===== src/crc_pkg.sv =====
package crc_pkg;

    // ****************************************
    // register map (byte offsets)
    // ****************************************
    localparam logic [7:0] CRC_OFS_EVENTS = 8'h08;
    localparam logic [7:0] CRC_OFS_FAST_RST = 8'h0c;
    localparam logic [7:0] CRC_OFS_SLOW_RST = 8'h10;
    localparam logic [7:0] CRC_OFS_SUPV_CTRL = 8'h20;

    // ****************************************
    // event register fields
    // ****************************************
    localparam int CRC_NUM_READY = 5;
    localparam int CRC_BIT_READY_FLAG = 0;
    localparam int CRC_BIT_FAIL_FLAG = 7;
    localparam int CRC_BIT_READY_IE = 8;
    localparam int CRC_BIT_READY_CLR = 16;
    localparam int CRC_BIT_FAIL_CLR = 23;

    // ****************************************
    // writable masks of the module reset registers
    // ****************************************
    localparam logic [31:0] CRC_FAST_RST_MASK = 32'h0000_5a3d;
    localparam logic [31:0] CRC_SLOW_RST_MASK = 32'h9a6e_4807;
    localparam logic [31:0] CRC_RST_VALUE = 32'h0000_0000;
    localparam logic [4:0] CRC_IE_RESET = 5'h00;
    localparam int CRC_BIT_SUPV_EN = 0;

    // ready sources: bit 4 pll, 3 fast ext, 2 fast int, 1 slow ext, 0 slow int
    typedef struct packed {
        logic [4:0] ready;
        logic fail;
    } crc_events_t;

    typedef struct packed {
        logic [7:0] addr;
        logic [31:0] wdata;
        logic wr;
        logic rd;
    } crc_bus_req_t;

endpackage : crc_pkg


===== src/crc_sticky_flag.sv =====
`timescale 1ns/1ps
module crc_sticky_flag (
    // clock and reset
    input wire logic clk_in,
    input wire logic arst_n_in,
    // event and clear
    input wire logic set_in,
    input wire logic clr_in,
    // flag
    output logic flag_out
);
    always_ff @(posedge clk_in or negedge arst_n_in) begin
        if (!arst_n_in) begin
            flag_out <= 1'b0;
        end else if (set_in) begin
            // a set in the clearing cycle is kept  see RULE24
            flag_out <= 1'b1;
        end else if (clr_in) begin
            flag_out <= 1'b0;
        end
    end
endmodule : crc_sticky_flag


===== src/crc_clock_events.sv =====
`timescale 1ns/1ps
// Functional notes
// RULE1: clock failure sets read-only flag bit 7
// RULE2: write 1 at bit 23 clears failure
// RULE3: pll lock sets sticky flag bit 4
// RULE4: write 1 at bit 20 clears pll
// RULE5: fast external ready flag 3, clear 19
// RULE6: fast internal ready flag 2, clear 18
// RULE7: slow external ready flag 1, clear 17
// RULE8: slow internal ready flag 0, clear 16
// RULE9: ready enables at bits 12 down to 8
// RULE10: fast bus bits 14, 12 reset serial
// RULE11: fast bus bit 11 resets advanced timer
// RULE12: fast bus bit 9 resets converter
// RULE13: fast bus bits 5..2 reset ports D..A
// RULE14: fast bus bit 0 resets alt function
// RULE15: slow bus bit 31 resets low-power timer
// RULE16: slow bus 28 power, 27 backup
// RULE17: slow bus bit 25 resets can controller
// RULE18: slow bus 22, 21 reset two-wire ports
// RULE19: slow bus 19..17 reset serial ports
// RULE20: slow bus bit 14 resets serial periph two
// RULE21: slow bus 2..0 timers, 11 watchdog
// RULE22: irq on enabled ready or failure flag
// RULE23: module held in reset while bit is one
// RULE24: set wins over same-cycle clear
// RULE25: supervised failure forces internal fast oscillator
module crc_clock_events
    import crc_pkg::*;
#(
    parameter int NUM_READY = 5
) (
    // clock and reset
    input wire logic clk_in,
    input wire logic arst_n_in,
    // register port
    input wire logic [7:0] reg_addr_in,
    input wire logic [31:0] reg_wdata_in,
    input wire logic reg_wr_in,
    input wire logic reg_rd_in,
    output logic [31:0] reg_rdata_out,
    // oscillator status, levels
    input wire logic pll_locked_in,
    input wire logic ext_fast_osc_ready_in,
    input wire logic int_fast_osc_ready_in,
    input wire logic ext_slow_osc_ready_in,
    input wire logic int_slow_osc_ready_in,
    input wire logic ext_fast_osc_fail_in,
    input wire logic ext_fast_is_sysclk_in,
    // outputs
    output logic clock_irq_out,
    output logic force_int_fast_osc_out,
    output logic [31:0] fast_bus_module_resets_out,
    output logic [31:0] slow_bus_module_resets_out
);
    // ****************************************
    // elaboration check
    // ****************************************
    if (NUM_READY != CRC_NUM_READY) begin : g_bad_ready
        $error("crc_clock_events: NUM_READY must be 5");
    end

    // ****************************************
    // request decode
    // ****************************************
    crc_bus_req_t req;
    crc_events_t level;
    crc_events_t level_q;
    crc_events_t rise;
    logic wr_events;
    logic wr_fast;
    logic wr_slow;
    logic wr_supv;
    logic [4:0] ready_flags;
    logic fail_flag;
    logic [4:0] ready_ie_q;
    logic supv_en_q;
    logic [31:0] fast_rst_q;
    logic [31:0] slow_rst_q;
    logic [31:0] rd_mux;

    assign req = '{addr: reg_addr_in, wdata: reg_wdata_in, wr: reg_wr_in, rd: reg_rd_in};
    assign wr_events = req.wr && (req.addr == CRC_OFS_EVENTS);
    assign wr_fast = req.wr && (req.addr == CRC_OFS_FAST_RST);
    assign wr_slow = req.wr && (req.addr == CRC_OFS_SLOW_RST);
    assign wr_supv = req.wr && (req.addr == CRC_OFS_SUPV_CTRL);

    assign level.ready = {pll_locked_in, ext_fast_osc_ready_in, int_fast_osc_ready_in,
                          ext_slow_osc_ready_in, int_slow_osc_ready_in};
    assign level.fail = ext_fast_osc_fail_in;

    // ****************************************
    // event detection
    // ****************************************
    // flags set on the rising edge of each status, so a held level
    // does not re-raise a flag that software has just cleared
    always_ff @(posedge clk_in or negedge arst_n_in) begin
        if (!arst_n_in) begin
            level_q <= '0;
        end else begin
            level_q <= level;
        end
    end

    assign rise = level & ~level_q;

    // ****************************************
    // sticky flags
    // ****************************************
    for (genvar i = 0; i < CRC_NUM_READY; i++) begin : g_ready
        crc_sticky_flag u_ready (
            .clk_in(clk_in),
            .arst_n_in(arst_n_in),
            .set_in(rise.ready[i]), // see RULE3 see RULE5 see RULE6 see RULE7 see RULE8
            .clr_in(wr_events && req.wdata[CRC_BIT_READY_CLR + i]), // see RULE4
            .flag_out(ready_flags[i])
        );
    end

    crc_sticky_flag u_fail (
        .clk_in(clk_in),
        .arst_n_in(arst_n_in),
        .set_in(rise.fail), // see RULE1
        .clr_in(wr_events && req.wdata[CRC_BIT_FAIL_CLR]), // see RULE2
        .flag_out(fail_flag)
    );

    // ****************************************
    // control registers
    // ****************************************
    always_ff @(posedge clk_in or negedge arst_n_in) begin
        if (!arst_n_in) begin
            ready_ie_q <= CRC_IE_RESET;
        end else if (wr_events) begin
            ready_ie_q <= req.wdata[CRC_BIT_READY_IE +: CRC_NUM_READY]; // see RULE9
        end
    end

    always_ff @(posedge clk_in or negedge arst_n_in) begin
        if (!arst_n_in) begin
            supv_en_q <= 1'b0;
        end else if (wr_supv) begin
            supv_en_q <= req.wdata[CRC_BIT_SUPV_EN];
        end
    end

    // ****************************************
    // module reset registers
    // ****************************************
    // a bit keeps its module in reset until software writes it back to 0
    always_ff @(posedge clk_in or negedge arst_n_in) begin
        if (!arst_n_in) begin
            fast_rst_q <= CRC_RST_VALUE;
        end else if (wr_fast) begin
            // see RULE10 see RULE11 see RULE12 see RULE13 see RULE14
            fast_rst_q <= req.wdata & CRC_FAST_RST_MASK;
        end
    end

    always_ff @(posedge clk_in or negedge arst_n_in) begin
        if (!arst_n_in) begin
            slow_rst_q <= CRC_RST_VALUE;
        end else if (wr_slow) begin
            // see RULE15 see RULE16 see RULE17 see RULE18 see RULE19 see RULE20 see RULE21
            slow_rst_q <= req.wdata & CRC_SLOW_RST_MASK;
        end
    end

    always_ff @(posedge clk_in or negedge arst_n_in) begin
        if (!arst_n_in) begin
            fast_bus_module_resets_out <= CRC_RST_VALUE;
            slow_bus_module_resets_out <= CRC_RST_VALUE;
        end else begin
            fast_bus_module_resets_out <= fast_rst_q; // see RULE23
            slow_bus_module_resets_out <= slow_rst_q; // see RULE23
        end
    end

    // ****************************************
    // interrupt and supervision
    // ****************************************
    always_ff @(posedge clk_in or negedge arst_n_in) begin
        if (!arst_n_in) begin
            clock_irq_out <= 1'b0;
        end else begin
            clock_irq_out <= (|(ready_flags & ready_ie_q)) || fail_flag; // see RULE22
        end
    end

    // the force holds until the failure flag is cleared by software and the failure input is low
    always_ff @(posedge clk_in or negedge arst_n_in) begin
        if (!arst_n_in) begin
            force_int_fast_osc_out <= 1'b0;
        end else if (supv_en_q && ext_fast_is_sysclk_in && ext_fast_osc_fail_in) begin
            force_int_fast_osc_out <= 1'b1; // see RULE25
        end else if (!fail_flag && !ext_fast_osc_fail_in) begin
            force_int_fast_osc_out <= 1'b0;
        end
    end

    // ****************************************
    // read path
    // ****************************************
    // clear bits are write-only and read back as zero
    always_comb begin
        rd_mux = '0;
        case (req.addr)
            CRC_OFS_EVENTS: begin
                rd_mux[CRC_BIT_READY_FLAG +: CRC_NUM_READY] = ready_flags;
                rd_mux[CRC_BIT_FAIL_FLAG] = fail_flag;
                rd_mux[CRC_BIT_READY_IE +: CRC_NUM_READY] = ready_ie_q;
            end
            CRC_OFS_FAST_RST: begin
                rd_mux = fast_rst_q;
            end
            CRC_OFS_SLOW_RST: begin
                rd_mux = slow_rst_q;
            end
            CRC_OFS_SUPV_CTRL: begin
                rd_mux[CRC_BIT_SUPV_EN] = supv_en_q;
            end
            default: begin
                rd_mux = '0;
            end
        endcase
    end

    // data valid only in the cycle after the read strobe
    always_ff @(posedge clk_in or negedge arst_n_in) begin
        if (!arst_n_in) begin
            reg_rdata_out <= '0;
        end else if (req.rd) begin
            reg_rdata_out <= rd_mux;
        end else begin
            reg_rdata_out <= '0;
        end
    end

endmodule : crc_clock_events


===== config.mk =====
export PLATFORM = sky130hd
export DESIGN_NAME = crc_clock_events
export DESIGN_NICKNAME = d
export VERILOG_FILES = /design/src/crc_pkg.sv /design/src/crc_sticky_flag.sv /design/src/crc_clock_events.sv
export SDC_FILE = /design/constraint.sdc
export NUM_CORES = 1
export LEC_CHECK = 0
export BUFFER_PORTS_ARGS = -buffer_cell sky130_fd_sc_hd__buf_4
export CORE_ASPECT_RATIO = 2
export CORE_MARGIN = 2
export CORE_UTILIZATION = 47
export DETAILED_ROUTE_END_ITERATION = 10
export PLACE_DENSITY = 0.88
export SETUP_SLACK_MARGIN = 0.02
export SYNTH_ARGS = -nofsm -noshare
export SYNTH_HDL_FRONTEND = slang
export SYNTH_SLANG_ARGS = --single-unit

===== constraint.sdc =====
create_clock -name clk_in -period 1.35 [get_ports clk_in]
set_input_delay 0 -clock clk_in [delete_from_list [all_inputs] [get_ports clk_in]]
set_output_delay 0 -clock clk_in [all_outputs]
set_load 0.02 [all_outputs]

==> results.json <==
{
  "clk_pin_slew_ps": 60,
  "fin_nets": 441,
  "cp_max_fo": 9,
  "maxCapViolCount": 0,
  "finalCritPeriodShare_pct": 99.3,
  "synth_area_leaders": "dfrtp_1 (63%), buf_4 (11%), mux2_4 (5.5%)",
  "worstSkewPairLatency_ps": 330,
  "fp-row-count": 44,
  "drc": 0,
  "final_hold_viol_count": 0,
  "grt_max_degree": 30,
  "synth_area_per_cell_sq_um": 14.2,
  "combPwrFrac_pct": 10.6,
  "synth_most_common_cell": "dfrtp_1",
  "grt_use_total_pct": 18.1,
  "critical_path_class": "in2reg",
  "synth_area_sq_um": 3520,
  "wl_um": 7250,
  "vias": 2261,
  "num_io_pins": 149,
  "yosysUniqueCellTypes": 33,
  "cts_sinks": 88,
  "grt_pass1_vias": 2249,
  "antenna_found_initial": 0,
  "fin_crit_ps": 1340,
  "p_clk_share_pct": 41.6,
  "h-tree-depth": 3,
  "cts_tree": "done",
  "skew_ps": 4.45,
  "start_util_pct": 48.4,
  "seq_area_frac_synth_pct": 62.6,
  "slew_violations": 0,
  "clockRootBuffer": "clkbuf_16",
  "fillCellCount": 540,
  "hpwl_um": 5150,
  "final_antenna_net_count": 0,
  "synth_edf_count": 0,
  "vias_per_cell": 4.66,
  "crit_arrival_ps": 1550,
  "ys_seq_elements": 88,
  "end_kind": "flip-flop",
  "synth_common_cells": "dfrtp_1 (88), buf_4 (51), mux2_2 (16)",
  "leakage_nw": 2.59,
  "ff_latch_area_sq_um": 2200,
  "core-area_sq_um": 7270,
  "chipWidth_um": 65.2,
  "die_area_sq_um": 8240,
  "netlist_instances": 248,
  "yosys.area.top_type_share_pct": 62.6,
  "gp_congestion": 0.845,
  "synthFlopType": "dfrtp_1",
  "final_cells": 485,
  "peakVddDrop_mv": 0.684,
  "wl_per_cell_um": 14.9,
  "rsz0062_at_grt": "yes",
  "cts_buffers": 9,
  "outcome": "completed",
  "yosys.area.top_type": "dfrtp_1",
  "p_sw_mw": 1.28,
  "synth_warnings": 0,
  "hp-class": "in2reg",
  "final_cell_area_sq_um": 4860,
  "numPortBuffers": 89,
  "grt_pass1_wl_um": 11100,
  "drive_above_1_share_pct": 40.2,
  "ys_async_sr_fraction_pct": 100,
  "multiInputGateArea_sq_um": 1070,
  "firstDrtPassIters": 5,
  "netSwitchingFraction_pct": 22.1,
  "fp.dieH_um": 126,
  "clockBufferDepth": 2,
  "cp.required_ps": 1560,
  "finalSetupViolCount": 0,
  "insertedDiodeCount": 0,
  "internal_power_mw": 4.51,
  "cellPowerDensity_nw_per_um2": 1190,
  "syn_to_final_growth_pct": 38.0,
  "placed_area_sq_um": 4240,
  "overflow": 0,
  "critPathLaunchType": "input pin",
  "drt_iter0_drc": 120,
  "max_freq_mhz": 746,
  "power_frac_seq_pct": 47.9,
  "dp_cells": 439
}
[stage by stage]
stage          total power, mW  hold slack (ps)  utilization, %  setup slack (ps)  setup TNS (ps)
2_1_floorplan             3.18             -296               -              -248           -4730
3_3_place_gp              3.33            -76.2            58.4              -374           -8470
3_5_place_dp              3.35            -74.5            58.4              -399           -9210
4_1_cts                   5.83             30.7            66.7              20.6               0
5_1_grt                   6.00             47.3            66.8             -19.1           -19.1
6_report                  5.79             34.8            66.8              9.93               0
[final timing paths]
path,from,endpoint,slack (ps),cells after the start
setup / recovery,reg_addr_in[4],fast_rst_q[12],10,4
hold / removal,reg_wdata_in[23],u_fail.flag_out,30,3
setup reg to reg,fast_rst_q[0],reg_rdata_out[0],20,3
hold reg to reg,slow_rst_q[22],slow_bus_module_resets_out[22],380,0
max in group asynchronous,arst_n_in,slow_rst_q[27],700,3
min in group asynchronous,arst_n_in,reg_rdata_out[3],120,2
[worst max-delay path, stage by stage]
cell	delay [ps]
buf_4	110
or4b_4	540
or4_4	550
mux2_4	340
[per-layer routing]
| layer | share of wire [%] | GRT usage [%] |
|---|---|---|
| met4 | 2.8 | 9.07 |
| met5 | 0 | 0 |
| met3 | 5.9 | 3.90 |
| met1 | 35 | 19.3 |
| met2 | 56 | 32.7 |
[cells in the final DEF (no fill, tap or decap), types with 6 or more instances in the layout]
master         instances
mux2i_1                7
inv_1                  7
mux2_2                16
and2_1                 9
buf_4                104
conb_1                51
clkbuf_16              9
dfrtp_1               88
a221o_1                6
dlygate4sd3_1         31
nor2_1                 6
nor2b_1                7
mux2_4                13
[cell families (layout without fill, tap and decap cells)]
group | Yosys count | count (layout) | share of synthesized area [%]
other cells | 1 | 51 | 0.107
simple gates | 42 | 42 | 8.03
compound gates | 17 | 17 | 3.91
flops | 88 | 88 | 62.6
mux | 36 | 36 | 12.7
buf+inv | 64 | 159 | 12.7
[power groups by stage]
stage / logic (mW) / clock network [mW] / registers (mW)
2_1_floorplan: 0.331 / 0 / 2.85
3_5_place_dp: 0.531 / 0 / 2.82
6_report: 0.611 / 2.41 / 2.77
5_1_grt: 0.655 / 2.57 / 2.78
3_3_place_gp: 0.518 / 0 / 2.81
4_1_cts: 0.608 / 2.46 / 2.77
[state kept, by name, summed over array words and instances (netlist names)]
register and flops:
clock_irq_out 1, fast_bus_module_resets_out 9, fast_rst_q 9, force_int_fast_osc_out 1, g_ready.u_ready.flag_out 5, level_q 6
ready_ie_q 5, reg_rdata_out 22, slow_bus_module_resets_out 14, slow_rst_q 14, supv_en_q 1, u_fail.flag_out 1
[layout make-up]
class | instances | share of cell area [%]
clock inverters | 3 | 0.876
inverters | 7 | 0.541
clock buffers | 11 | 5.20
repair buffers | 138 | 23.7
flip-flops and latches | 88 | 45.3
well taps | 92 | 2.37
multi-input cells | 146 | 22.0
[timing repair]
item / in CTS / in global routing
gates resized for setup: 1 / 0
hold buffers: 31 / 0
pin swaps: 2 / 0
buffers inserted: 0 / 1
hold endpoints to repair: 131 / 0
endpoints found under the setup margin: 20 / 13
No activity file was read; power rests on OpenSTA's default activity.
